### config.mk
export PLATFORM = sky130hd
export DESIGN_NAME = xps_route_power_regs
export DESIGN_NICKNAME = d
export VERILOG_FILES = /design/src/rtl/xps_pkg.sv /design/src/rtl/xps_bus_if.sv /design/src/rtl/xps_route_power_regs.sv /design/src/rtl/xps_smb_front.sv
export SDC_FILE = /design/constraint.sdc
export NUM_CORES = 1
export LEC_CHECK = 0
export ABC_AREA = 0
export BUFFER_PORTS_ARGS = -buffer_cell sky130_fd_sc_hd__buf_2
export CORE_ASPECT_RATIO = 0.75
export CORE_MARGIN = 8
export CORE_UTILIZATION = 60
export CTS_BUF_LIST = sky130_fd_sc_hd__clkbuf_4
export CTS_CLUSTER_DIAMETER = 30
export DETAILED_ROUTE_END_ITERATION = 7
export GPL_ROUTABILITY_DRIVEN = 0
export PLACE_DENSITY = 0.8
export SLEW_MARGIN = 20
export SYNTH_ARGS = -nofsm -noshare
export SYNTH_HDL_FRONTEND = slang
export SYNTH_SLANG_ARGS = --single-unit
### constraint.sdc
create_clock -name clk -period 5.7 [get_ports clk]
set_clock_uncertainty 0.15 [all_clocks]
set_input_delay 1.14 -clock clk [delete_from_list [all_inputs] [get_ports clk]]
set_output_delay 1.14 -clock clk [all_outputs]
set_load 0.05 [all_outputs]
### src/rtl/xps_pkg.sv
// Constants shared by the crosspoint management-bus register logic.
// Assumes a single 100 MHz system clock and a management bus far slower than it.
`default_nettype none

package xps_pkg;

  // ----------------------------------------------------------------------------
  // Bus framing
  // ----------------------------------------------------------------------------
  localparam int unsigned BYTE_BITS = 8;
  localparam logic [3:0] LAST_BIT_COUNT = 4'h7;
  localparam logic [3:0] FULL_BYTE_COUNT = 4'h8;
  localparam logic [2:0] ADDR_FIXED_BITS = 3'h5;
  localparam int unsigned SYNC_STAGES = 2;

  // ----------------------------------------------------------------------------
  // Register indexes
  // ----------------------------------------------------------------------------
  localparam logic [7:0] IDX_SWITCH_ROUTING = 8'h00;
  localparam logic [7:0] IDX_POWER_CONTROL = 8'h03;
  localparam logic [7:0] IDX_SIGNAL_LOSS = 8'h04;

  // ----------------------------------------------------------------------------
  // Reset values and field positions
  // ----------------------------------------------------------------------------
  localparam logic [7:0] ROUTING_RESET = 8'h00;
  localparam logic [3:0] OUTPUT_ENABLE_RESET = 4'hf;
  localparam logic [1:0] SPARE_CTRL_RESET = 2'h0;
  localparam logic MONITOR_ENABLE_RESET = 1'b0;
  localparam logic SOFT_POWER_ON_RESET = 1'b0;
  localparam int unsigned CTRL_SPARE_LSB = 4;
  localparam int unsigned CTRL_MONITOR_BIT = 6;
  localparam int unsigned CTRL_SOFT_ON_BIT = 7;
  localparam logic [3:0] STATUS_RESERVED_VALUE = 4'h0;
  localparam int unsigned PORT_COUNT = 4;
  localparam int unsigned SELECT_BITS = 2;

  typedef enum logic [2:0] {
    ST_IDLE,
    ST_RECEIVE,
    ST_ACK,
    ST_SEND,
    ST_HOST_ACK
  } xps_state_e;

  typedef enum logic [1:0] {
    BY_ADDRESS,
    BY_INDEX,
    BY_DATA
  } xps_byte_e;

endpackage

`default_nettype wire

### src/rtl/xps_bus_if.sv
// Bus events passed from the pin front end to the byte engine.
// Assumes both ends run on the same system clock.
`default_nettype none

interface xps_bus_if;
  logic clockRise;
  logic clockFall;
  logic dataLevel;
  logic startSeen;
  logic stopSeen;

  modport front
  (
    output clockRise,
    output clockFall,
    output dataLevel,
    output startSeen,
    output stopSeen
  );

  modport engine
  (
    input clockRise,
    input clockFall,
    input dataLevel,
    input startSeen,
    input stopSeen
  );
endinterface

`default_nettype wire

### src/rtl/xps_route_power_regs.sv
// Management-bus slave and route/power registers of a 4x4 crosspoint switch.
// Assumes clk is far faster than the bus clock; all pins are asynchronous to clk.
//
// Contract
// - Each transfer is eight bits, MSB first, plus acknowledge.
// - Acknowledge is low; not-acknowledge is left high.
// - Write is address, index, data; data stored.
// - Further write bytes advance the index each time.
// - Read: index write, repeated start, address read, data.
// - Registers at index 0, 3, 4; status read-only.
// - Routing holds four 2-bit selectors, reset zero.
// - Selector value picks the input of that number.
// - Unused inputs are powered down automatically unless monitor is set; outputs follow their enable bits while powered up.
// - Control bits 3:0 enable outputs, reset ones.
// - Monitor bit enables all input receivers and monitors.
// - Power-up when soft bit or pin high.
// - Power-down keeps bus slave; monitor still works.
// - Output enabled if powered up and its enable set.
// - Input enabled if powered up and needed, or monitor set.
// - Slave responds only while mode-select pin high.
// - Address is 101 then four strap bits.
// - Status bit low means open input; 7:4 reserved.
`default_nettype none

module xps_route_power_regs
  import xps_pkg::*;
(
  input wire logic clk,
  input wire logic rst_b,
  input wire logic busClockPin,
  input wire logic busDataIn,
  output logic busDataOut,
  output logic busDataOe,
  input wire logic busModeSelect,
  input wire logic [3:0] busIdStrap,
  input wire logic powerDownPin,
  input wire logic [3:0] inputSignalValid,
  output logic [7:0] outputSelect,
  output logic [3:0] outputPortEnable,
  output logic [3:0] inputPortEnable,
  output logic monitorEnable,
  output logic powerUpMode
);

  // ----------------------------------------------------------------------------
  // Pin synchronisers for the static pins
  // ----------------------------------------------------------------------------
  localparam int unsigned STATIC_PINS = 10;

  logic [STATIC_PINS-1:0] staticMeta_reg;
  logic [STATIC_PINS-1:0] staticSync_reg;
  logic modeSync;
  logic powerPinSync;
  logic [3:0] strapSync;
  logic [3:0] validSync;

  always_ff @(posedge clk or negedge rst_b)
  begin
    if (!rst_b)
    begin
      staticMeta_reg <= '0;
      staticSync_reg <= '0;
    end
    else
    begin
      staticMeta_reg <= {inputSignalValid, busIdStrap, powerDownPin, busModeSelect};
      staticSync_reg <= staticMeta_reg;
    end
  end

  assign modeSync = staticSync_reg[0];
  assign powerPinSync = staticSync_reg[1];
  assign strapSync = staticSync_reg[5:2];
  assign validSync = staticSync_reg[9:6];

  // ----------------------------------------------------------------------------
  // Bus clock and data front end
  // ----------------------------------------------------------------------------
  xps_bus_if busEvents();

  xps_smb_front frontEnd
  (
    .clk(clk),
    .rst_b(rst_b),
    .busClockPin(busClockPin),
    .busDataPin(busDataIn),
    .events(busEvents)
  );

  // ----------------------------------------------------------------------------
  // Registers and helpers
  // ----------------------------------------------------------------------------
  logic [7:0] routing_reg;
  logic [3:0] outputBits_reg;
  logic [1:0] spareBits_reg;
  logic monitorBit_reg;
  logic softOnBit_reg;

  xps_state_e state_reg;
  xps_byte_e byteKind_reg;
  logic [3:0] bitCount_reg;
  logic [7:0] shift_reg;
  logic [7:0] txShift_reg;
  logic [7:0] index_reg;
  logic readDir_reg;
  logic hostAcked_reg;
  logic dataOe_reg;
  logic dataOut_reg;

  logic [6:0] ownAddress;
  logic [7:0] controlView;
  logic [7:0] statusView;
  logic [7:0] readNow;

  assign ownAddress = {ADDR_FIXED_BITS, strapSync};
  assign controlView = {softOnBit_reg, monitorBit_reg, spareBits_reg, outputBits_reg};
  assign statusView = {STATUS_RESERVED_VALUE, validSync};

  // Read mux; unmapped indexes read as zero.
  function automatic logic [7:0] readValue(input logic [7:0] idx, input logic [7:0] route,
                                           input logic [7:0] ctrl, input logic [7:0] stat);
    logic [7:0] value;
    value = 8'h00;
    unique case (idx)
      IDX_SWITCH_ROUTING: value = route;
      IDX_POWER_CONTROL: value = ctrl;
      IDX_SIGNAL_LOSS: value = stat;
      default: value = 8'h00;
    endcase
    return value;
  endfunction

  assign readNow = readValue(index_reg, routing_reg, controlView, statusView);

  // True when output n routes input i and is allowed to run.
  function automatic logic routesInput(input logic [7:0] route, input logic [3:0] outBits,
                                       input int unsigned n, input int unsigned i);
    logic hit;
    hit = (route[n*SELECT_BITS +: SELECT_BITS] == i[SELECT_BITS-1:0]) && outBits[n];
    return hit;
  endfunction

  // ----------------------------------------------------------------------------
  // Byte engine
  // ----------------------------------------------------------------------------
  logic writeCommit;
  assign writeCommit = (state_reg == ST_ACK) && busEvents.clockFall && (byteKind_reg == BY_DATA);

  always_ff @(posedge clk or negedge rst_b)
  begin
    if (!rst_b)
    begin
      state_reg <= ST_IDLE;
      byteKind_reg <= BY_ADDRESS;
      bitCount_reg <= 4'h0;
      shift_reg <= 8'h00;
      txShift_reg <= 8'h00;
      index_reg <= 8'h00;
      readDir_reg <= 1'b0;
      hostAcked_reg <= 1'b0;
      dataOe_reg <= 1'b0;
    end
    else if (!modeSync)
    begin
      state_reg <= ST_IDLE;
      dataOe_reg <= 1'b0;
    end
    else if (busEvents.stopSeen)
    begin
      state_reg <= ST_IDLE;
      dataOe_reg <= 1'b0;
    end
    else if (busEvents.startSeen)
    begin
      // A repeated start restarts address decode but keeps the index.
      state_reg <= ST_RECEIVE;
      byteKind_reg <= BY_ADDRESS;
      bitCount_reg <= 4'h0;
      dataOe_reg <= 1'b0;
    end
    else
    begin
      unique case (state_reg)
        ST_IDLE:
        begin
          dataOe_reg <= 1'b0;
        end
        ST_RECEIVE:
        begin
          if (busEvents.clockRise && bitCount_reg != FULL_BYTE_COUNT)
          begin
            shift_reg <= {shift_reg[6:0], busEvents.dataLevel};
            bitCount_reg <= bitCount_reg + 4'h1;
          end
          else if (busEvents.clockFall && bitCount_reg == FULL_BYTE_COUNT)
          begin
            if (byteKind_reg == BY_ADDRESS && shift_reg[7:1] != ownAddress)
            begin
              state_reg <= ST_IDLE;
            end
            else
            begin
              state_reg <= ST_ACK;
              dataOe_reg <= 1'b1;
              if (byteKind_reg == BY_ADDRESS)
              begin
                readDir_reg <= shift_reg[0];
              end
              else if (byteKind_reg == BY_INDEX)
              begin
                index_reg <= shift_reg;
              end
            end
          end
        end
        ST_ACK:
        begin
          if (busEvents.clockFall)
          begin
            bitCount_reg <= 4'h0;
            if (byteKind_reg == BY_ADDRESS && readDir_reg)
            begin
              state_reg <= ST_SEND;
              txShift_reg <= readNow;
              dataOe_reg <= ~readNow[7];
            end
            else
            begin
              state_reg <= ST_RECEIVE;
              dataOe_reg <= 1'b0;
              if (byteKind_reg == BY_ADDRESS)
              begin
                byteKind_reg <= BY_INDEX;
              end
              else if (byteKind_reg == BY_INDEX)
              begin
                byteKind_reg <= BY_DATA;
              end
              else
              begin
                index_reg <= index_reg + 8'h01;
              end
            end
          end
        end
        ST_SEND:
        begin
          if (busEvents.clockRise)
          begin
            bitCount_reg <= bitCount_reg + 4'h1;
          end
          else if (busEvents.clockFall)
          begin
            if (bitCount_reg == FULL_BYTE_COUNT)
            begin
              state_reg <= ST_HOST_ACK;
              dataOe_reg <= 1'b0;
            end
            else
            begin
              txShift_reg <= {txShift_reg[6:0], 1'b0};
              dataOe_reg <= ~txShift_reg[6];
            end
          end
        end
        ST_HOST_ACK:
        begin
          if (busEvents.clockRise)
          begin
            hostAcked_reg <= ~busEvents.dataLevel;
            if (busEvents.dataLevel)
            begin
              state_reg <= ST_IDLE;
            end
            else
            begin
              index_reg <= index_reg + 8'h01;
            end
          end
          else if (busEvents.clockFall && hostAcked_reg)
          begin
            state_reg <= ST_SEND;
            bitCount_reg <= 4'h0;
            txShift_reg <= readNow;
            dataOe_reg <= ~readNow[7];
          end
        end
        default:
        begin
          state_reg <= ST_IDLE;
        end
      endcase
    end
  end

  // ----------------------------------------------------------------------------
  // Register writes
  // ----------------------------------------------------------------------------
  always_ff @(posedge clk or negedge rst_b)
  begin
    if (!rst_b)
    begin
      routing_reg <= ROUTING_RESET;
      outputBits_reg <= OUTPUT_ENABLE_RESET;
      spareBits_reg <= SPARE_CTRL_RESET;
      monitorBit_reg <= MONITOR_ENABLE_RESET;
      softOnBit_reg <= SOFT_POWER_ON_RESET;
    end
    else if (writeCommit)
    begin
      // Stored at the clock fall that ends the data acknowledge.
      if (index_reg == IDX_SWITCH_ROUTING)
      begin
        routing_reg <= shift_reg;
      end
      else if (index_reg == IDX_POWER_CONTROL)
      begin
        outputBits_reg <= shift_reg[PORT_COUNT-1:0];
        spareBits_reg <= shift_reg[CTRL_SPARE_LSB +: 2];
        monitorBit_reg <= shift_reg[CTRL_MONITOR_BIT];
        softOnBit_reg <= shift_reg[CTRL_SOFT_ON_BIT];
      end
      // Any other index, status included, is acknowledged and dropped.
    end
  end

  // ----------------------------------------------------------------------------
  // Datapath enables
  // ----------------------------------------------------------------------------
  logic powerUpNext;
  logic [3:0] outputEnableNext;
  logic [3:0] inputEnableNext;

  assign powerUpNext = softOnBit_reg | powerPinSync;

  genvar g;
  generate
    for (g = 0; g < PORT_COUNT; g++)
    begin : gen_port
      logic needed;
      assign needed = routesInput(routing_reg, outputBits_reg, 0, g)
                    | routesInput(routing_reg, outputBits_reg, 1, g)
                    | routesInput(routing_reg, outputBits_reg, 2, g)
                    | routesInput(routing_reg, outputBits_reg, 3, g);
      assign outputEnableNext[g] = powerUpNext & outputBits_reg[g];
      assign inputEnableNext[g] = monitorBit_reg | (powerUpNext & needed);
    end
  endgenerate

  always_ff @(posedge clk or negedge rst_b)
  begin
    if (!rst_b)
    begin
      outputSelect <= ROUTING_RESET;
      outputPortEnable <= 4'h0;
      inputPortEnable <= 4'h0;
      monitorEnable <= MONITOR_ENABLE_RESET;
      powerUpMode <= 1'b0;
    end
    else
    begin
      outputSelect <= routing_reg;
      outputPortEnable <= outputEnableNext;
      inputPortEnable <= inputEnableNext;
      monitorEnable <= monitorBit_reg;
      powerUpMode <= powerUpNext;
    end
  end

  // ----------------------------------------------------------------------------
  // Open-drain data pin
  // ----------------------------------------------------------------------------
  always_ff @(posedge clk or negedge rst_b)
  begin
    if (!rst_b)
    begin
      dataOut_reg <= 1'b0;
    end
    else
    begin
      dataOut_reg <= 1'b0;
    end
  end

  assign busDataOut = dataOut_reg;
  assign busDataOe = dataOe_reg;

endmodule

`default_nettype wire

### src/rtl/xps_smb_front.sv
// Pin front end: synchronises bus clock and data and finds edges, start and stop.
// Assumes the pins are asynchronous to clk and change far slower than it.
`default_nettype none

module xps_smb_front
  import xps_pkg::*;
(
  input wire logic clk,
  input wire logic rst_b,
  input wire logic busClockPin,
  input wire logic busDataPin,
  xps_bus_if.front events
);

  // ----------------------------------------------------------------------------
  // Two-flop synchronisers and one history stage
  // ----------------------------------------------------------------------------
  logic [SYNC_STAGES-1:0] clockSync_reg;
  logic [SYNC_STAGES-1:0] dataSync_reg;
  logic clockPrev_reg;
  logic dataPrev_reg;

  always_ff @(posedge clk or negedge rst_b)
  begin
    if (!rst_b)
    begin
      clockSync_reg <= '1;
      dataSync_reg <= '1;
      clockPrev_reg <= 1'b1;
      dataPrev_reg <= 1'b1;
    end
    else
    begin
      clockSync_reg <= {clockSync_reg[0], busClockPin};
      dataSync_reg <= {dataSync_reg[0], busDataPin};
      clockPrev_reg <= clockSync_reg[1];
      dataPrev_reg <= dataSync_reg[1];
    end
  end

  // ----------------------------------------------------------------------------
  // Event decode
  // ----------------------------------------------------------------------------
  // Data moving while the clock stays high marks start or stop.
  always_comb
  begin
    events.clockRise = clockSync_reg[1] & ~clockPrev_reg;
    events.clockFall = ~clockSync_reg[1] & clockPrev_reg;
    events.dataLevel = dataSync_reg[1];
    events.startSeen = clockSync_reg[1] & clockPrev_reg & dataPrev_reg & ~dataSync_reg[1];
    events.stopSeen = clockSync_reg[1] & clockPrev_reg & ~dataPrev_reg & dataSync_reg[1];
  end

endmodule

`default_nettype wire

* Yosys cells after proc, flatten, opt, wreduce, memory -nomap -nowiden
Index checks and enable logic that the tools add are counted.
Cells by class: $add $sub $neg 2, muxes and demuxes 63, bitwise operators 43, eq/ne operators 59, reductions and logical operators 47
Operator list (number):
- 2-to-1 mux 8 bit | 11
- 2-to-1 mux 7 bit | 7
- case mux 8 bit (3 select lines) | 2
- inequality test 5 bit (second input constant) | 9
- 2-to-1 mux 3 bit | 12
- inequality test 2 bit (second input constant) | 17
- 2-to-1 mux 4 bit | 6
- logical AND 1 bit | 23
- case mux 7 bit (3 select lines) | 1
- equality test 2 bit (second input constant) | 9
- AND reduction 9 bit | 2
- OR 1 bit | 17
- 2-to-1 mux 2 bit | 8
- case mux 4 bit (4 select lines) | 1
- AND reduction 8 bit | 2
- AND 1 bit | 15
- inequality test 3 bit (second input constant) | 5
- case mux 3 bit (5 select lines) | 1
- AND reduction 15 bit | 1
- 2-to-1 mux 1 bit | 13
- inverter 1 bit | 11
- AND reduction 11 bit | 1
- equality test 2 x 1 -> 1 bit (second input constant) | 5
- logical NOT 2 bit | 5
- 24 further kinds | 30
Storage, ports and cells: output and inout port bits 20, bits of input ports 14, flip-flop bits (word level) 95

* Depth between registers and ports, before layout
depth in word-level cells 9, depth in mapped cells 8, depth with buffers taken out 7

* Cells and area by module
A second synthesis with hierarchy kept.
Unflattened totals: cell total of the unflattened synthesis 378, area, all modules 4226.6 um2
Modules (own cells, without submodules):
- xps_route_power_regs | times used 1, area an instance 4036.4 um2, sequential area each 2232.1 um2, cells an instance 368
- xps_smb_front | times used 1, area an instance 190.2 um2, sequential area each 157.7 um2, cells an instance 10

* Worst setup path before layout
No wires, ideal clock.
path type reg-to-reg, from register index_reg[4], to register routing_reg[1], setup time 125 ps, period minus slack after synthesis 2092 ps, stages on the path, launching flop included 6, path slack 3608 ps, arrival time 1817 ps, required time 5425 ps, path through dfrtp_1 > or4_1 > nor3_1 > and4_4 > buf_12 > mux2_4
Between the ends: word-level cells in the longest chain between the ends 2
RTL lines:
- start: declaration | line xps_route_power_regs.sv:104 | logic [7:0] index_reg;
- start signal: assignment | line xps_route_power_regs.sv:211 | index_reg <= shift_reg;
- start signal: assignment | line xps_route_power_regs.sv:241 | index_reg <= index_reg + 8'h01;
- start signal: assignment | line xps_route_power_regs.sv:277 | index_reg <= index_reg + 8'h01;
- logical NOT 8 bit | line xps_route_power_regs.sv:312 | if (index_reg == IDX_SWITCH_ROUTING)
- AND reduction 2 bit (no source line)
- end signal: assignment | line xps_route_power_regs.sv:314 | routing_reg <= shift_reg;
- end: declaration | line xps_route_power_regs.sv:93 | logic [7:0] routing_reg;
No other way between the ends. A chain may end at the register's enable or synchronous reset.

* Worst setup path after layout
from register state_reg[1], to register routing_reg[3]
Between the ends: word-level cells in the longest chain between the ends 4
RTL lines:
- start: declaration | line xps_route_power_regs.sv:99 | xps_state_e state_reg;
- start signal: assignment | line xps_route_power_regs.sv:153 | state_reg <= ST_IDLE;
- start signal: assignment | line xps_route_power_regs.sv:165 | state_reg <= ST_IDLE;
- start signal: assignment | line xps_route_power_regs.sv:170 | state_reg <= ST_IDLE;
- equality test 3 x 2 -> 1 bit | line xps_route_power_regs.sv:147 | assign writeCommit = (state_reg == ST_ACK) && busEvents.clockFall && (byteKind_reg == BY_DATA);
- logical AND 1 bit (2 in series) | line xps_route_power_regs.sv:147
- AND reduction 2 bit (no source line)
No other way between the ends.

==> metrics.cfg <==
[setup_path]
critPathBufInv=0
crit_chain=or3b_4 > nor3_4 > and4_4 > mux2_4
r2r-end=routing_reg[3]
crit_type=flip-flop to flip-flop
startpoint_type=flip-flop
critPathTopFamily=simple AND/OR/NAND/NOR gates
regToRegSetupSlack_ns=3.24
slowest_delay_ns=0.70
required_ns=5.88
cp_slowest_cell=dfrtp_1
endpoint_kind=flip-flop
worstPathArrival_ns=2.64
r2r-start=state_reg[1]
cp_max_fo=18
r2r_cells=4

[cells_and_area]
mostFrequentLayoutCells=dfrtp_1 (85), nand2_1 (32), buf_2 (31)
synthToLayoutAreaGrowth_pct=7.50
drive_gt1_share_pct=24.1
num_antenna_cells=0
final_nets=423
final_common_cell=dfrtp_1

[worst_hold_path]
hold_class=flip-flop to flip-flop
hold-path-endpoint=staticSync_reg[0]
min_path_cells=0
worstHoldStart=staticMeta_reg[0]

[clock_network]
hold_buffers=0
cts_tree=done
postCtsSetupBuffers=0
cts-root-buf=clkbuf_4
clockBufferDepth=2
clk_pin_slew_ns=0.15
cts_resized=0
clock_sinks=95
clock_latency_ns=0.44
numCtsBuffers=9
htree_levels=3

[power]
power.total_w=0.00109
cellPowerDensity_mw_per_mm2=234
p_leak_nw=2.15
ir_worst_vdd_v=0.000199

[yosys]
seq_area_frac_synth_pct=55.3
synth-seq-cells=95
synthDistinctLibCells=62
synth_fp_nets=394
post_synth.cell_area_avg_um2=11.5
synth_top_area_share_pct=49.2
async_flop_share_pct=100
synth_cells=376
syn_area_mm2=0.00432
synth.area.top_cells=dfrtp_1 (49%), dfstp_2 (6.1%), mux2_2 (5.5%)
synth_ff_type=dfrtp_1
yosysTopAreaCell=dfrtp_1
synth_edf_count=0
yosys_warnings=0

[detailed_routing]
dr.pass1.iters=5
wl_per_cell_um=17.6
wl_met3_um=708
wirelength_mm=8.93
vias=3064
vias_per_cell=6.03
met2_length_mm=4.04
final_antenna_net_count=0
drcViolationCount=0
drt_first_iter_violations=281
top_layer=met4
wl_met1_mm=4.09

[global_routing]
grt_start_max_net_pins=62
grt_overflow=0
grt_first_pass_wirelength_mm=15.2
antenna_found_initial=0
globalRouteTotalUtil_pct=19.0
grt_pass1_vias=3022

[run_status]
status=finished, final reports clean

[sta]
hold_viol=0
final.min_clock_period_ns=2.46
rsz0062_at_grt=false
fin_crit_sh_pct=43.2
slew_headroom_pct=49.7
finalMaxSlewViolations=0
setup-tns-final_ns=0
finalSetupViolCount=0
worst_slew_pin_slew_ns=0.754
fmax_mhz=406

[place]
place.port_buffers=32
dp_hpwl_mm=6.48

[floorplan]
rows=26
io-pin-count=34
die_y_um=89.5
dieArea_mm2=0.0102
start_util_pct=62.7
dieWidth_um=114
core-area_mm2=0.00690

[flow_run]
maxCapViolations=0

## stage by stage
step                worst slack, ns  hold slack, ns  instance area, µm²  cells  utilization (%)
finish                         3.24           0.214                4650    508             67.4
floorplan                      3.61           0.181                4320    376                -
global route                   3.01           0.221                4650    508             67.4
detailed placement             3.30           0.185                4530    492             65.7
CTS                            3.29           0.218                4650    508             67.4
global placement               3.32           0.181                4530    492             65.7
## Yosys cell counts, types with 2 or more instances
library cell / n
mux2_1: 6
nand2_1: 32
o21ai_1: 6
nor2_1: 13
nor3_1: 4
buf_2: 9
or3_1: 2
nor3b_1: 4
nand2b_1: 10
a21o_1: 2
o21a_1: 5
nand3_1: 12
clkbuf_1: 5
mux2i_1: 4
dfstp_2: 10
a22oi_1: 7
o22ai_1: 3
xnor2_1: 4
and2_1: 2
a21oi_1: 14
ha_1: 4
nand3b_1: 5
o21bai_1: 3
nand4_1: 2
o21ai_0: 23
a2bb2oi_1: 3
inv_1: 12
mux2_2: 21
a31oi_1: 6
o22a_1: 7
mux2_4: 6
and3_1: 3
nor2b_1: 11
nor4_1: 3
dfrtp_1: 85
or3b_2: 2
## worst max path at each step
stage	start	end	slack, ns	cells after the start
floorplan	index_reg[4]	routing_reg[1]	3.61	5
global placement	rst_b	outputBits_reg[1]	3.32	2
detailed placement	rst_b	outputBits_reg[1]	3.30	2
CTS	state_reg[1]	routing_reg[2]	3.29	4
global route	frontEnd.clockSync_reg[1]	index_reg[0]	3.01	5
finish	state_reg[1]	routing_reg[3]	3.24	4
## layout make-up
cell class / count / area, µm²
clock inverters: 7 / 47.5
fillers: 547 / 2250
multi-input cells: 253 / 1800
well taps: 98 / 123
inverters: 12 / 45.0
repair buffers: 34 / 178
flip-flops and latches: 95 / 2390
clock buffers: 9 / 67.6
## cell families after synthesis
logic type               after synthesis  share of synthesized area (%)
AND/OR/NAND/NOR                      117                           15.7
adder cells (fa/ha/maj)                4                           1.16
other                                  1                         0.0867
multiplexers                          37                           10.0
XOR/XNOR                               5                           1.01
buffers and inverters                 28                           3.15
AO/OA/AOI/OAI                         89                           13.5
flip-flops                            95                           55.3
## report_power, final
part | leakage (nW) | internal [W] | total [W] | switching [W]
sequential | 1.24 | 0.000695 | 0.000715 | 0.0000195
combinational | 0.849 | 0.0000243 | 0.0000661 | 0.0000418
clock | 0.0641 | 0.0000906 | 0.000308 | 0.000217
## metal layers
metal,vias to the layer above,GRT usage [%]
li1,1418,-
met1,1501,25.9
met2,131,29.1
met3,14,5.33
met4,0,5.78
met5,-,0
No activity file was read; power rests on OpenSTA's default activity.
